File: config.mk
export PLATFORM = sky130hd
export DESIGN_NAME = hcv_regs
export DESIGN_NICKNAME = d
export VERILOG_FILES = /design/src/pkg/hcv_pkg.sv /design/src/design/hcv_bib_loader.sv /design/src/design/hcv_regs.sv
export SDC_FILE = /design/constraint.sdc
export NUM_CORES = 1
export LEC_CHECK = 0
export ABC_AREA = 1
export BUFFER_PORTS_ARGS = -buffer_cell sky130_fd_sc_hd__buf_2
export CAP_MARGIN = 20
export CELL_PAD_IN_SITES_DETAIL_PLACEMENT = 1
export CELL_PAD_IN_SITES_GLOBAL_PLACEMENT = 1
export CORE_MARGIN = 2
export CORE_UTILIZATION = 44
export DETAILED_ROUTE_END_ITERATION = 6
export GPL_TIMING_DRIVEN = 0
export PLACE_DENSITY = 0.85
export REMOVE_ABC_BUFFERS = 1
export SLEW_MARGIN = 15
export SYNTH_ARGS = -nofsm -noshare
export SYNTH_HDL_FRONTEND = slang
export SYNTH_SLANG_ARGS = --single-unit
File: constraint.sdc
create_clock -name clk_sys_i -period 2.7 [get_ports clk_sys_i]
set_input_delay 0.54 -clock clk_sys_i [delete_from_list [all_inputs] [get_ports clk_sys_i]]
set_output_delay 0.54 -clock clk_sys_i [all_outputs]
set_load 0.02 [all_outputs]
File: src/pkg/hcv_pkg.sv
// Package: offsets, field layout, reset values and types of the host controller version block.
// Assumes a 32-bit AHB-Lite register bus, decoding the low 12 address bits.
package hcv_pkg;

  // ==========================================================================
  // Register map
  localparam logic [11:0] VERSION_OFS = 12'h000;
  localparam logic [11:0] LOAD_STATUS_OFS = 12'h01C;
  localparam logic [11:0] BIB_BASE_OFS = 12'h020;
  localparam logic [11:0] RXPTR_BASE_OFS = 12'h40C;
  localparam logic [11:0] RXFLT_BASE_OFS = 12'h410;
  localparam logic [11:0] CTX_STRIDE = 12'h020;
  localparam logic [11:0] WORD_STRIDE = 12'h004;
  localparam int CTX_COUNT = 4;

  // ==========================================================================
  // Version word layout
  localparam int PRESENT_BIT = 24;
  localparam int MAJOR_LSB = 16;
  localparam int MINOR_LSB = 0;
  localparam logic [7:0] MAJOR_VERSION = 8'h01;
  localparam logic [7:0] MINOR_VERSION = 8'h00;
  localparam logic [31:0] VERSION_RESET = 32'h00010000;

  // ==========================================================================
  // Detection and loading
  localparam logic [1:0] SETTLE_CYCLES = 2'h2;
  localparam int BIB_WORDS = 4;
  localparam int BYTE_IDX_W = 4;
  localparam logic [3:0] LAST_BYTE = 4'hF;
  localparam int ROM_ADDR_W = 8;

  typedef struct packed {
    logic req;
    logic [ROM_ADDR_W-1:0] addr;
  } hcv_rom_req_t;

  typedef struct packed {
    logic busy;
    logic done;
    logic present;
  } hcv_load_stat_t;

  typedef logic [BIB_WORDS-1:0][31:0] hcv_bib_t;

endpackage

File: src/design/hcv_bib_loader.sv
// Loader: reads the node information block byte by byte from the serial ROM engine.
// Assumes the engine sits on clk_sys_i and pulses rom_ack_i once per byte while req is held.
`timescale 1ns/100ps
module hcv_bib_loader (
  input wire logic clk_sys_i,
  input wire logic rst_i,
  input wire logic start_i,
  input wire logic rom_ack_i,
  input wire logic [7:0] rom_data_i,
  output hcv_pkg::hcv_rom_req_t rom_req_o,
  output hcv_pkg::hcv_bib_t bib_o,
  output logic busy_o,
  output logic done_o
);

  // ==========================================================================
  // State
  typedef enum logic [2:0] {
    HCV_LD_IDLE = 3'b001,
    HCV_LD_READ = 3'b010,
    HCV_LD_DONE = 3'b100
  } hcv_ld_state_t;

  hcv_ld_state_t state, next_state;
  logic [hcv_pkg::BYTE_IDX_W-1:0] byte_idx, next_byte_idx;
  hcv_pkg::hcv_bib_t bib, next_bib;
  logic [1:0] lane;

  always_comb begin
    next_state = state;
    next_byte_idx = byte_idx;
    next_bib = bib;
    lane = 2'(2'h3 - byte_idx[1:0]);
    case (state)
      HCV_LD_IDLE: begin
        if (start_i) begin
          next_state = HCV_LD_READ;
        end
      end
      HCV_LD_READ: begin
        if (rom_ack_i) begin
          // Big-endian quadlets: byte 0 lands in the top lane
          next_bib[byte_idx[3:2]][{lane, 3'h0} +: 8] = rom_data_i;
          next_byte_idx = 4'(byte_idx + 4'h1);
          if (byte_idx == hcv_pkg::LAST_BYTE) begin
            next_state = HCV_LD_DONE;
          end
        end
      end
      HCV_LD_DONE: begin
        next_state = HCV_LD_DONE;
      end
      default: begin
        next_state = HCV_LD_IDLE;
      end
    endcase
  end

  always_ff @(posedge clk_sys_i) begin
    if (rst_i) begin
      state <= HCV_LD_IDLE;
      byte_idx <= '0;
      bib <= '0;
    end else begin
      state <= next_state;
      byte_idx <= next_byte_idx;
      bib <= next_bib;
    end
  end

  assign rom_req_o.req = (state == HCV_LD_READ);
  assign rom_req_o.addr = hcv_pkg::ROM_ADDR_W'(byte_idx);
  assign bib_o = bib;
  assign busy_o = (state == HCV_LD_READ);
  assign done_o = (state == HCV_LD_DONE);

endmodule // hcv_bib_loader

File: src/design/hcv_regs.sv
// Version register block with ROM detection, boot load and receive context registers.
// Assumes a single AHB-Lite master and a serial ROM engine on the same clock.
// Contract
// - Version bit 24 reads 1 when the serial ROM was detected, else 0.
// - With ROM present, node information block loads automatically after each hardware reset.
// - Version bits 23-16 always read major version 01h.
// - Version bits 7-0 always read minor version 00h.
// - Version bits 31-25 read zero and hold no state.
// - Version bits 15-8 read zero and hold no state.
// - Version register at 00h, read-only, default 0001 0000h with detection clear.
// - Context pointer at 40Ch+32n, filter at 410h+32n, for n 0 to 3.
//
// Design decision made here: the AHB-Lite register port.
`timescale 1ns/100ps
module hcv_regs (
  input wire logic clk_sys_i,
  input wire logic rst_i,
  input wire logic hsel_i,
  input wire logic [31:0] haddr_i,
  input wire logic [1:0] htrans_i,
  input wire logic hwrite_i,
  input wire logic [2:0] hsize_i,
  input wire logic hready_i,
  input wire logic [31:0] hwdata_i,
  output logic [31:0] hrdata_o,
  output logic hreadyout_o,
  output logic hresp_o,
  input wire logic eeprom_detect_i,
  output hcv_pkg::hcv_rom_req_t rom_req_o,
  input wire logic rom_ack_i,
  input wire logic [7:0] rom_data_i,
  output logic load_done_o
);

  // ==========================================================================
  // Detection of the serial ROM
  logic det_sync1, det_sync2, next_det_sync1, next_det_sync2;
  logic [1:0] settle, next_settle;
  logic taken, next_taken;
  logic eeprom_present_flag, next_eeprom_present_flag;
  logic load_start;

  always_comb begin
    next_det_sync1 = eeprom_detect_i;
    next_det_sync2 = det_sync1;
    next_settle = settle;
    next_taken = taken;
    next_eeprom_present_flag = eeprom_present_flag;
    // Pin is caught once after release, never during reset
    if (!taken) begin
      if (settle == hcv_pkg::SETTLE_CYCLES) begin
        next_taken = 1'b1;
        next_eeprom_present_flag = det_sync2;
      end else begin
        next_settle = 2'(settle + 2'h1);
      end
    end
  end

  always_ff @(posedge clk_sys_i) begin
    if (rst_i) begin
      det_sync1 <= 1'b0;
      det_sync2 <= 1'b0;
      settle <= 2'h0;
      taken <= 1'b0;
      eeprom_present_flag <= 1'b0;
    end else begin
      det_sync1 <= next_det_sync1;
      det_sync2 <= next_det_sync2;
      settle <= next_settle;
      taken <= next_taken;
      eeprom_present_flag <= next_eeprom_present_flag;
    end
  end

  // ==========================================================================
  // Boot load
  hcv_pkg::hcv_bib_t bib;
  hcv_pkg::hcv_load_stat_t load_stat;

  assign load_start = taken & eeprom_present_flag;

  hcv_bib_loader u_loader (
    .clk_sys_i(clk_sys_i),
    .rst_i(rst_i),
    .start_i(load_start),
    .rom_ack_i(rom_ack_i),
    .rom_data_i(rom_data_i),
    .rom_req_o(rom_req_o),
    .bib_o(bib),
    .busy_o(load_stat.busy),
    .done_o(load_stat.done)
  );

  assign load_stat.present = eeprom_present_flag;
  assign load_done_o = load_stat.done;

  // ==========================================================================
  // Version word
  logic [31:0] version_word;

  always_comb begin
    version_word = '0;
    version_word[hcv_pkg::MAJOR_LSB +: 8] = hcv_pkg::MAJOR_VERSION;
    version_word[hcv_pkg::MINOR_LSB +: 8] = hcv_pkg::MINOR_VERSION;
    version_word[hcv_pkg::PRESENT_BIT] = eeprom_present_flag;
  end

  // ==========================================================================
  // AHB-Lite slave, zero wait states
  logic acc;
  logic wr_pend, next_wr_pend;
  logic [11:0] wr_addr, next_wr_addr;
  logic [11:0] rd_addr;
  logic [hcv_pkg::CTX_COUNT-1:0][31:0] rx_context_descriptor_pointer, next_rx_ptr;
  logic [hcv_pkg::CTX_COUNT-1:0][31:0] rx_context_filter, next_rx_flt;
  logic [31:0] hrdata, next_hrdata, rd_word;

  assign acc = hsel_i & htrans_i[1] & hready_i;
  assign rd_addr = {haddr_i[11:2], 2'h0};

  always_comb begin
    next_rx_ptr = rx_context_descriptor_pointer;
    next_rx_flt = rx_context_filter;
    next_wr_pend = acc & hwrite_i;
    next_wr_addr = rd_addr;
    // Version has no write path at all
    if (wr_pend) begin
      for (int n = 0; n < hcv_pkg::CTX_COUNT; n++) begin
        if (wr_addr == 12'(hcv_pkg::RXPTR_BASE_OFS + hcv_pkg::CTX_STRIDE * n)) begin
          next_rx_ptr[n] = hwdata_i;
        end
        if (wr_addr == 12'(hcv_pkg::RXFLT_BASE_OFS + hcv_pkg::CTX_STRIDE * n)) begin
          next_rx_flt[n] = hwdata_i;
        end
      end
    end
  end

  // Read mux; unmapped offsets read zero
  always_comb begin
    rd_word = '0;
    if (rd_addr == hcv_pkg::VERSION_OFS) begin
      rd_word = version_word;
    end
    if (rd_addr == hcv_pkg::LOAD_STATUS_OFS) begin
      rd_word = 32'(load_stat);
    end
    for (int i = 0; i < hcv_pkg::BIB_WORDS; i++) begin
      if (rd_addr == 12'(hcv_pkg::BIB_BASE_OFS + hcv_pkg::WORD_STRIDE * i)) begin
        rd_word = bib[i];
      end
    end
    for (int n = 0; n < hcv_pkg::CTX_COUNT; n++) begin
      if (rd_addr == 12'(hcv_pkg::RXPTR_BASE_OFS + hcv_pkg::CTX_STRIDE * n)) begin
        rd_word = next_rx_ptr[n];
      end
      if (rd_addr == 12'(hcv_pkg::RXFLT_BASE_OFS + hcv_pkg::CTX_STRIDE * n)) begin
        rd_word = next_rx_flt[n];
      end
    end
  end

  // Reads only load the data register, so they disturb nothing else
  always_comb begin
    next_hrdata = hrdata;
    if (acc & ~hwrite_i) begin
      next_hrdata = rd_word;
    end
  end

  always_ff @(posedge clk_sys_i) begin
    if (rst_i) begin
      wr_pend <= 1'b0;
      wr_addr <= 12'h000;
      rx_context_descriptor_pointer <= '0;
      rx_context_filter <= '0;
      hrdata <= 32'h00000000;
    end else begin
      wr_pend <= next_wr_pend;
      wr_addr <= next_wr_addr;
      rx_context_descriptor_pointer <= next_rx_ptr;
      rx_context_filter <= next_rx_flt;
      hrdata <= next_hrdata;
    end
  end

  assign hrdata_o = hrdata;
  assign hreadyout_o = 1'b1;
  assign hresp_o = 1'b0;

  // ==========================================================================
  // Checks
  logic ver_rd;
  assign ver_rd = acc & ~hwrite_i & (rd_addr == hcv_pkg::VERSION_OFS);

  chk_present_bit: assert property (@(posedge clk_sys_i) disable iff (rst_i)
    ver_rd |=> hrdata_o[24] == $past(eeprom_present_flag))
    else $error("version detect bit wrong");
  chk_load_start: assert property (@(posedge clk_sys_i) disable iff (rst_i)
    $rose(taken) && eeprom_present_flag |-> ##1 rom_req_o.req)
    else $error("boot load did not start");
  chk_major_field: assert property (@(posedge clk_sys_i) disable iff (rst_i)
    ver_rd |=> hrdata_o[23:16] == 8'h01)
    else $error("major version wrong");
  chk_minor_field: assert property (@(posedge clk_sys_i) disable iff (rst_i)
    ver_rd |=> hrdata_o[7:0] == 8'h00)
    else $error("minor version wrong");
  chk_rsvd_high: assert property (@(posedge clk_sys_i) disable iff (rst_i)
    ver_rd |=> hrdata_o[31:25] == 7'h00)
    else $error("upper reserved bits not zero");
  chk_rsvd_mid: assert property (@(posedge clk_sys_i) disable iff (rst_i)
    ver_rd |=> hrdata_o[15:8] == 8'h00)
    else $error("middle reserved bits not zero");
  chk_reset_value: assert property (@(posedge clk_sys_i)
    $past(rst_i) && !rst_i |-> version_word == 32'h00010000 ##1 !taken)
    else $error("version default wrong after reset");
  chk_ctx_write: assert property (@(posedge clk_sys_i) disable iff (rst_i)
    wr_pend && wr_addr == 12'h46C |=> rx_context_descriptor_pointer[3] == $past(hwdata_i))
    else $error("context pointer write lost");
  chk_flt_write: assert property (@(posedge clk_sys_i) disable iff (rst_i)
    wr_pend && wr_addr == 12'h410 |=> rx_context_filter[0] == $past(hwdata_i))
    else $error("context filter write lost");
  chk_ver_nowrite: assert property (@(posedge clk_sys_i) disable iff (rst_i)
    wr_pend && wr_addr == 12'h000 |=> $stable(rx_context_descriptor_pointer)
      && $stable(rx_context_filter) && $stable(eeprom_present_flag))
    else $error("version write changed state");

  cov_ver_present: cover property (@(posedge clk_sys_i) disable iff (rst_i)
    ver_rd ##1 hrdata_o[24]);
  cov_load_done: cover property (@(posedge clk_sys_i) disable iff (rst_i)
    $rose(load_done_o));
  cov_ctx_write: cover property (@(posedge clk_sys_i) disable iff (rst_i)
    wr_pend && wr_addr == 12'h42C);
  cov_wr_then_rd: cover property (@(posedge clk_sys_i) disable iff (rst_i)
    wr_pend && acc && !hwrite_i && rd_addr == wr_addr);

endmodule // hcv_regs

==> run_results.csv, run 1 <==
group,metric,value,unit
logic_synthesis,syn_inst,2883,
cells_and_area,n_fill_cell,5701,
timing,worstMarginPinSlew,0.9871,ns
timing,grt_setup_unrepaired,"yes",
placement,routabilityCongestion,0.8241,
power,powerDensity,626.4,nW/µm²
cells_and_area,finalNetCount,3003,
critical_path,crit_chain,"inv_1, nor3_2, inv_2, nor2_4, nand2_1, nor2_1, inv_1, nor2_1, nor2_1",
critical_path,reg2reg_depth,9,
logic_synthesis,yosysUniqueCellTypes,39,
critical_path,critPathRequiredTime,3.18,ns
grt,grt_pass1_wl,105100,µm
floorplan,fp.dieW,214.9,µm
grt,grt-ovfl-total,0,
grt,grt_max_degree,133,
route,via_per_inst,5.455,
clock_network,hold_buffers,0,
placement,place_area,20520,µm²
cells_and_area,areaGrowthSynthToFinish,15.28,%
power,clkPwrFrac,50.2,%
route,ant_nets,0,
flow_run,drv_cap,0,
logic_synthesis,synth_top_cell_by_area,"dfxtp_1",
logic_synthesis,syn_area,19560,µm²
timing,fin_crit_sh,99.10,%
logic_synthesis,yosysSeqAreaShare,45.03,%
grt,antenna_found_initial,3,
critical_path,r2r_start,"u_loader.state[1]$_SDFFE_PP0P_",
clock_network,cts_root_buf,"clkbuf_16",
critical_path,cp_slowest_cell,"nor2_1",
floorplan,rows,77,
logic_synthesis,synth_area_per_cell,6.785,µm²
clock_network,worstSkewPairLatency,0.59,ns
logic_synthesis,netlist_top_cells_count,"nor2_1 (750), nand2_1 (443), dfxtp_1 (440)",
clock_network,htree_levels,2,
route,num_vias,19320,
route,wl_per_cell,19.51,µm
floorplan,dieArea,46160,µm²
run_status,status,"completed",
critical_path,critPathCapture,"u_loader.bib_o[114]$_SDFFE_PP0P_",
worst_hold_path,min_path_type,"in -> reg",
timing,slew_viol_final,0,
placement,port_buffers,95,
logic_synthesis,ys_seq_elements,440,
power,power.switching,3213,µW
timing,maxSlewHeadroom,33.59,%
placement,place_inst,3436,
logic_synthesis,ys.flop_type,"dfxtp_1",
critical_path,cpMostUsedCell,"nor2_1",
critical_path,crit_type,"reg -> reg",
floorplan,die_h,214.9,µm
logic_synthesis,synth_area_leaders,"dfxtp_1 (45%), nor2_1 (14%), nand2_1 (8.5%)",
clock_network,cts_sinks,440,
critical_path,cp-start-kind,"flip-flop",
power,power,14130,µW
power,ir_drop,0.0004227,V
cells_and_area,drive_gt1_share,10.14,%
power,p_seq_share,46.4,%
critical_path,cp.arrival,3.15,ns
cells_and_area,final_cells,3541,
clock_network,path_clk_slew,0.06,ns
timing,fin_crit,2.676,ns
critical_path,cp-end-kind,"flip-flop",
power,p_sw_share,22.74,%
route,drcViolationCount,0,
grt,grt_pass1_vias,20270,
critical_path,crit_fanout,9,
power,share_comb_of_total_power,3.5,%
timing,fmax,0.3737,GHz
route,wirelength,69080,µm
timing,skew,0.01599,ns
critical_path,cp.depth,9,
cells_and_area,postLayoutCoreUtil,51.22,%
timing,hold_viol_final,0,
floorplan,io_pins,128,
timing,setup_tns,0,ns
critical_path,crit_buf_inv,3,
clock_network,clock_path_buffers,3,
critical_path,slowest_delay,0.62,ns
timing,setup_violations,0,
floorplan,coreArea,44030,µm²
logic_synthesis,yosysMostFrequentCell,"nor2_1",
clock_network,cts_made_buffers,49,
logic_synthesis,yosysWarnings,0,
critical_path,crit_family,"simple AND/OR/NAND/NOR gates",
placement,dp_hpwl,42020,µm
logic_synthesis,synth_top_area_share,45.03,%
critical_path,cp-startpoint,"u_loader.state[1]$_SDFFE_PP0P_",
cells_and_area,fin_area,22550,µm²
grt,grt_usage,28.16,%
power,leakagePower,0.01013,µW
critical_path,reg2reg_slack,0.02,ns
route,first_pass_iters,5,
logic_synthesis,synth_edf_count,0,
power,p_int,10910,µW
critical_path,r2r-end,"u_loader.bib_o[114]$_SDFFE_PP0P_",
logic_synthesis,async_reset_ff_share,0,%
route,drtIter0Drc,1417,
floorplan,initial_utilization,44.43,%
clock_network,cts_tree,"done",
[routing by layer]
layer	wire (µm)	up-vias	global-route usage, %
met3	4252	171	5.138
met4	2531	2	9.815
li1	-	9120	-
met1	28460	9446	33.82
met2	33810	577	50.32
met5	18	-	0
[metrics by stage]
stage / setup slack [ns] / hold WS, ns
6_report: 0.02417 / 0.1632
3_3_place_gp: -5.651 / 0.3962
2_1_floorplan: -0.4924 / 0.3883
4_1_cts: -0.01707 / 0.1471
5_1_grt: -0.1419 / 0.1586
3_5_place_dp: -0.7529 / 0.3980
[repair_timing]
item / CTS / global route
buffers inserted: 0 / 15
endpoints found under the setup margin: 66 / 93
gates cloned: 1 / 2
resized for setup: 10 / 22
hold endpoints to repair: 0 / 0
pin swaps: 0 / 8
[placed cells by master (no fill, tap or decap), types with 11 or more instances in the layout]
master       n
nor2_1     741
nand2_1    441
dfxtp_1    439
o21ai_0    280
inv_1      255
a21oi_1    144
buf_2       94
nand3_1     93
or2_1       70
nand4_1     53
clkbuf_16   51
nor3_1      39
o21ai_1     27
or2_2       22
inv_2       21
mux2i_1     15
nor2_4      13
clkbuf_8    13
buf_4       11
[cells by family (layout without fill, tap and decap cells)]
group | Yosys count | in the layout | share of synthesized area, %
AO/OA/AOI/OAI | 456 | 456 | 11.70
XOR/XNOR | 1 | 1 | 0.04478
adder cells (fa/ha/maj) | 6 | 6 | 0.3837
buffers and inverters | 434 | 493 | 8.890
flip-flops | 440 | 440 | 45.03
multiplexers | 15 | 15 | 0.7675
other | 2 | 7 | 0.03839
AND/OR/NAND/NOR | 1529 | 1531 | 33.14
[worst reg2reg max path, delay by kind of cell, from the launching register on]
kind / cells / cell delay (ns)
AND/OR/NAND/NOR: 6 / 1.68
buffers and inverters: 3 / 0.55
flip-flops: 1 / 0.34
[worst min path at each step]
stage	slack (ns)	cells past startpoint	start	to
after global placement	0.40	2	det_sync1$_SDFF_PP0_	det_sync2$_SDFF_PP0_
after detailed placement	0.40	2	det_sync1$_SDFF_PP0_	det_sync2$_SDFF_PP0_
after CTS	0.15	3	eeprom_detect_i	det_sync1$_SDFF_PP0_
after floorplan	0.39	2	det_sync1$_SDFF_PP0_	det_sync2$_SDFF_PP0_
after global routing	0.16	3	eeprom_detect_i	det_sync1$_SDFF_PP0_
final	0.16	3	eeprom_detect_i	det_sync1$_SDFF_PP0_
[flip-flops by register name, indices dropped and copies added, names as in the netlist]
name	count
det_sync2	1
settle	2
u_loader.state	3
rx_context_descriptor_pointer	128
rx_context_filter	128
u_loader.byte_idx	4
wr_addr	10
u_loader.bib_o	128
taken	1
hrdata_o	32
wr_pend	1
eeprom_present_flag	1
det_sync1	1
[final cells by class]
type	instances	area (µm²)	area share, %
multi-input combinational	2015	9250	41.02
sequential	440	8810	39.06
clock buffer	70	1478	6.552
inverter	282	1087	4.821
timing repair buffer	124	962.2	4.267
tap	592	740.7	3.285
clock inverter	16	216.5	0.9598
timing repair inverter	1	5.005	0.02219
antenna	1	2.502	0.01110
[power by group through the flow]
| stage | sequential, µW | clock, µW | combinational [µW] |
|---|---|---|---|
| after detailed placement | 6690 | 0 | 467 |
| after global routing | 6550 | 7440 | 540 |
| after floorplan | 6690 | 0 | 215 |
| after global placement | 6690 | 0 | 423 |
| final | 6550 | 7090 | 492 |
| after CTS | 6550 | 7120 | 472 |
Power figures use the tool's default switching activity.
==> run 2: changes to the inputs <==
RECOVER_POWER = 25   (was default)
==> run 2 against run 1 <==
  * The run now ends with capacitance limit, slew limit, setup timing left
  * Power about the same
  * Fmax down 1.9%
  * Critical path depth up 5
  * Final area down 0.36%
  * Combinational power down 1%
  * Routed wire length about the same
  * Cell count unchanged
  * Worst hold slack worse by 0.0042 ns
  * Via count up 0.47%
  * Register-to-register slack worse by 0.05 ns
  * Critical endpoint is now hrdata_o[0]$_SDFFE_PP0P_
  * Highest routed layer unchanged
==> run_results.csv, run 2 (synthesized netlist as in run 1, its figures left out) <==
group,metric,value,unit
critical_path,cp-startpoint,"wr_addr[9]$_SDFF_PP0_",
route,via_per_inst,5.481,
timing,worstMarginPinSlew,1.568,ns
route,num_vias,19410,
critical_path,critPathRequiredTime,3.10,ns
floorplan,fp.dieW,214.9,µm
critical_path,cp-start-kind,"flip-flop",
cells_and_area,finalNetCount,3003,
power,powerDensity,628.4,nW/µm²
critical_path,cp_slowest_cell,"a21oi_1",
floorplan,die_h,214.9,µm
grt,antenna_found_initial,3,
route,drtIter0Drc,1435,
floorplan,initial_utilization,44.43,%
timing,fin_crit_sh,101.0,%
run_status,status,"finished, violations left",
critical_path,cp.depth,14,
timing,setup_slack,-0.02686,ns
critical_path,cp-end-kind,"flip-flop",
grt,grt_pass1_wl,105100,µm
clock_network,cts_root_buf,"clkbuf_16",
flow_run,drv_cap,1,
worst_hold_path,min_path_type,"in -> reg",
clock_network,clock_path_buffers,3,
critical_path,crit_family,"simple AND/OR/NAND/NOR gates",
floorplan,io_pins,128,
critical_path,crit_chain,"nor2_1, nand2_1, nor2_1, buf_12, buf_12, nand2_4, a21oi_1, nor2_1, nor3_1, nand3_1, nand2_1, nand3_1, nand2_1, a21oi_1",
critical_path,r2r_start,"wr_addr[9]$_SDFF_PP0_",
clock_network,cts_sinks,440,
timing,fin_crit,2.727,ns
timing,grt_setup_unrepaired,"yes",
critical_path,crit_buf_inv,2,
power,power,14120,µW
cells_and_area,final_common_cell,"nor2_1",
worst_hold_path,min-delay-start,"eeprom_detect_i",
worst_hold_path,hold_depth,3,
clock_network,htree_levels,2,
cells_and_area,areaGrowthSynthToFinish,14.86,%
power,ir_drop,0.0004219,V
route,first_pass_iters,5,
critical_path,slowest_delay,0.37,ns
floorplan,rows,77,
cells_and_area,n_fill_cell,5724,
grt,grt_max_degree,133,
power,leakagePower,0.009976,µW
placement,dp_hpwl,42020,µm
route,wl_per_cell,19.52,µm
placement,pre_cts_ws,-0.7529,ns
route,drcViolationCount,0,
timing,skew,0.01581,ns
run_status,violations,"capacitance limit, slew limit, setup timing",
critical_path,cp.arrival,3.12,ns
timing,fmax,0.3667,GHz
grt,grt_usage,28.16,%
floorplan,dieArea,46160,µm²
placement,routabilityCongestion,0.8241,
critical_path,crit_fanout,32,
cells_and_area,final_cell_mix,"nor2_1 (742), nand2_1 (441), dfxtp_1 (439)",
placement,port_buffers,95,
route,ant_nets,0,
critical_path,reg2reg_depth,14,
clock_network,cts_made_buffers,49,
timing,setup_violations,1,
clock_network,cts_tree,"done",
clock_network,path_clk_slew,0.06,ns
grt,grt-ovfl-total,0,
timing,maxSlewHeadroom,-4.562,%
cells_and_area,drive_gt1_share,8.955,%
timing,hold_viol_final,0,
timing,hold_ws,0.1590,ns
clock_network,worstSkewPairLatency,0.60,ns
timing,slew_viol_final,133,
critical_path,crit_type,"reg -> reg",
timing,setup_tns,-0.02686,ns
floorplan,coreArea,44030,µm²
route,wirelength,69120,µm
grt,grt_pass1_vias,20270,
## run 2: area by class of cell
cell class	instances	area, µm²	share of cell area, %
timing repair inverter	1	5.005	0.02227
clock buffer	70	1478	6.576
multi-input combinational	2015	9239	41.12
inverter	282	1085	4.828
sequential	440	8810	39.21
clock inverter	16	216.5	0.9633
timing repair buffer	124	894.6	3.981
tap	592	740.7	3.296
antenna	1	2.502	0.01114
## run 2: what timing repair did
item,CTS,global route
resized for setup,10,22
endpoints found under the setup margin,66,93
cloned,1,2
hold buffers,0,0
setup buffers,0,15
pin swaps,0,8
## run 2: worst reg2reg max path: cells and delay by family (launching register included)
family	cells	cell delay, ns
flops	1	0.32
simple gates	10	1.44
buf+inv	2	0.33
compound gates	2	0.44
## run 2: worst paths after layout
check,to,slack [ns]
setup / recovery,hrdata_o[0]$_SDFFE_PP0P_,-0.03
hold reg to reg,det_sync2$_SDFF_PP0_,0.40
hold / removal,det_sync1$_SDFF_PP0_,0.16
setup reg to reg,hrdata_o[0]$_SDFFE_PP0P_,-0.03
## run 2: power breakdown
group | internal, µW | switching, µW | leakage, µW
logic | 119 | 366 | 0.00560
registers | 6530 | 22.5 | 0.00355
clock network | 4260 | 2820 | 0.000832
total | 10900 | 3210 | 0.00998
## run 2: layer usage
| metal | part of all wire (%) | GRT usage [%] |
|---|---|---|
| met1 | 41 | 33.82 |
| met2 | 49 | 50.32 |
| met3 | 6.1 | 5.138 |
| met4 | 3.7 | 9.815 |
| met5 | 0.026 | 0 |
## run 2: through the flow
stage / instance area, µm² / util (%) / cells
4_1_cts: 22250 / 50.53 / 3523
3_5_place_dp: 20520 / 46.61 / 3436
3_3_place_gp: 20110 / 45.68 / 3422
6_report: 22470 / 51.04 / 3541
2_1_floorplan: 18900 / - / 2735
5_1_grt: 22470 / 51.03 / 3540
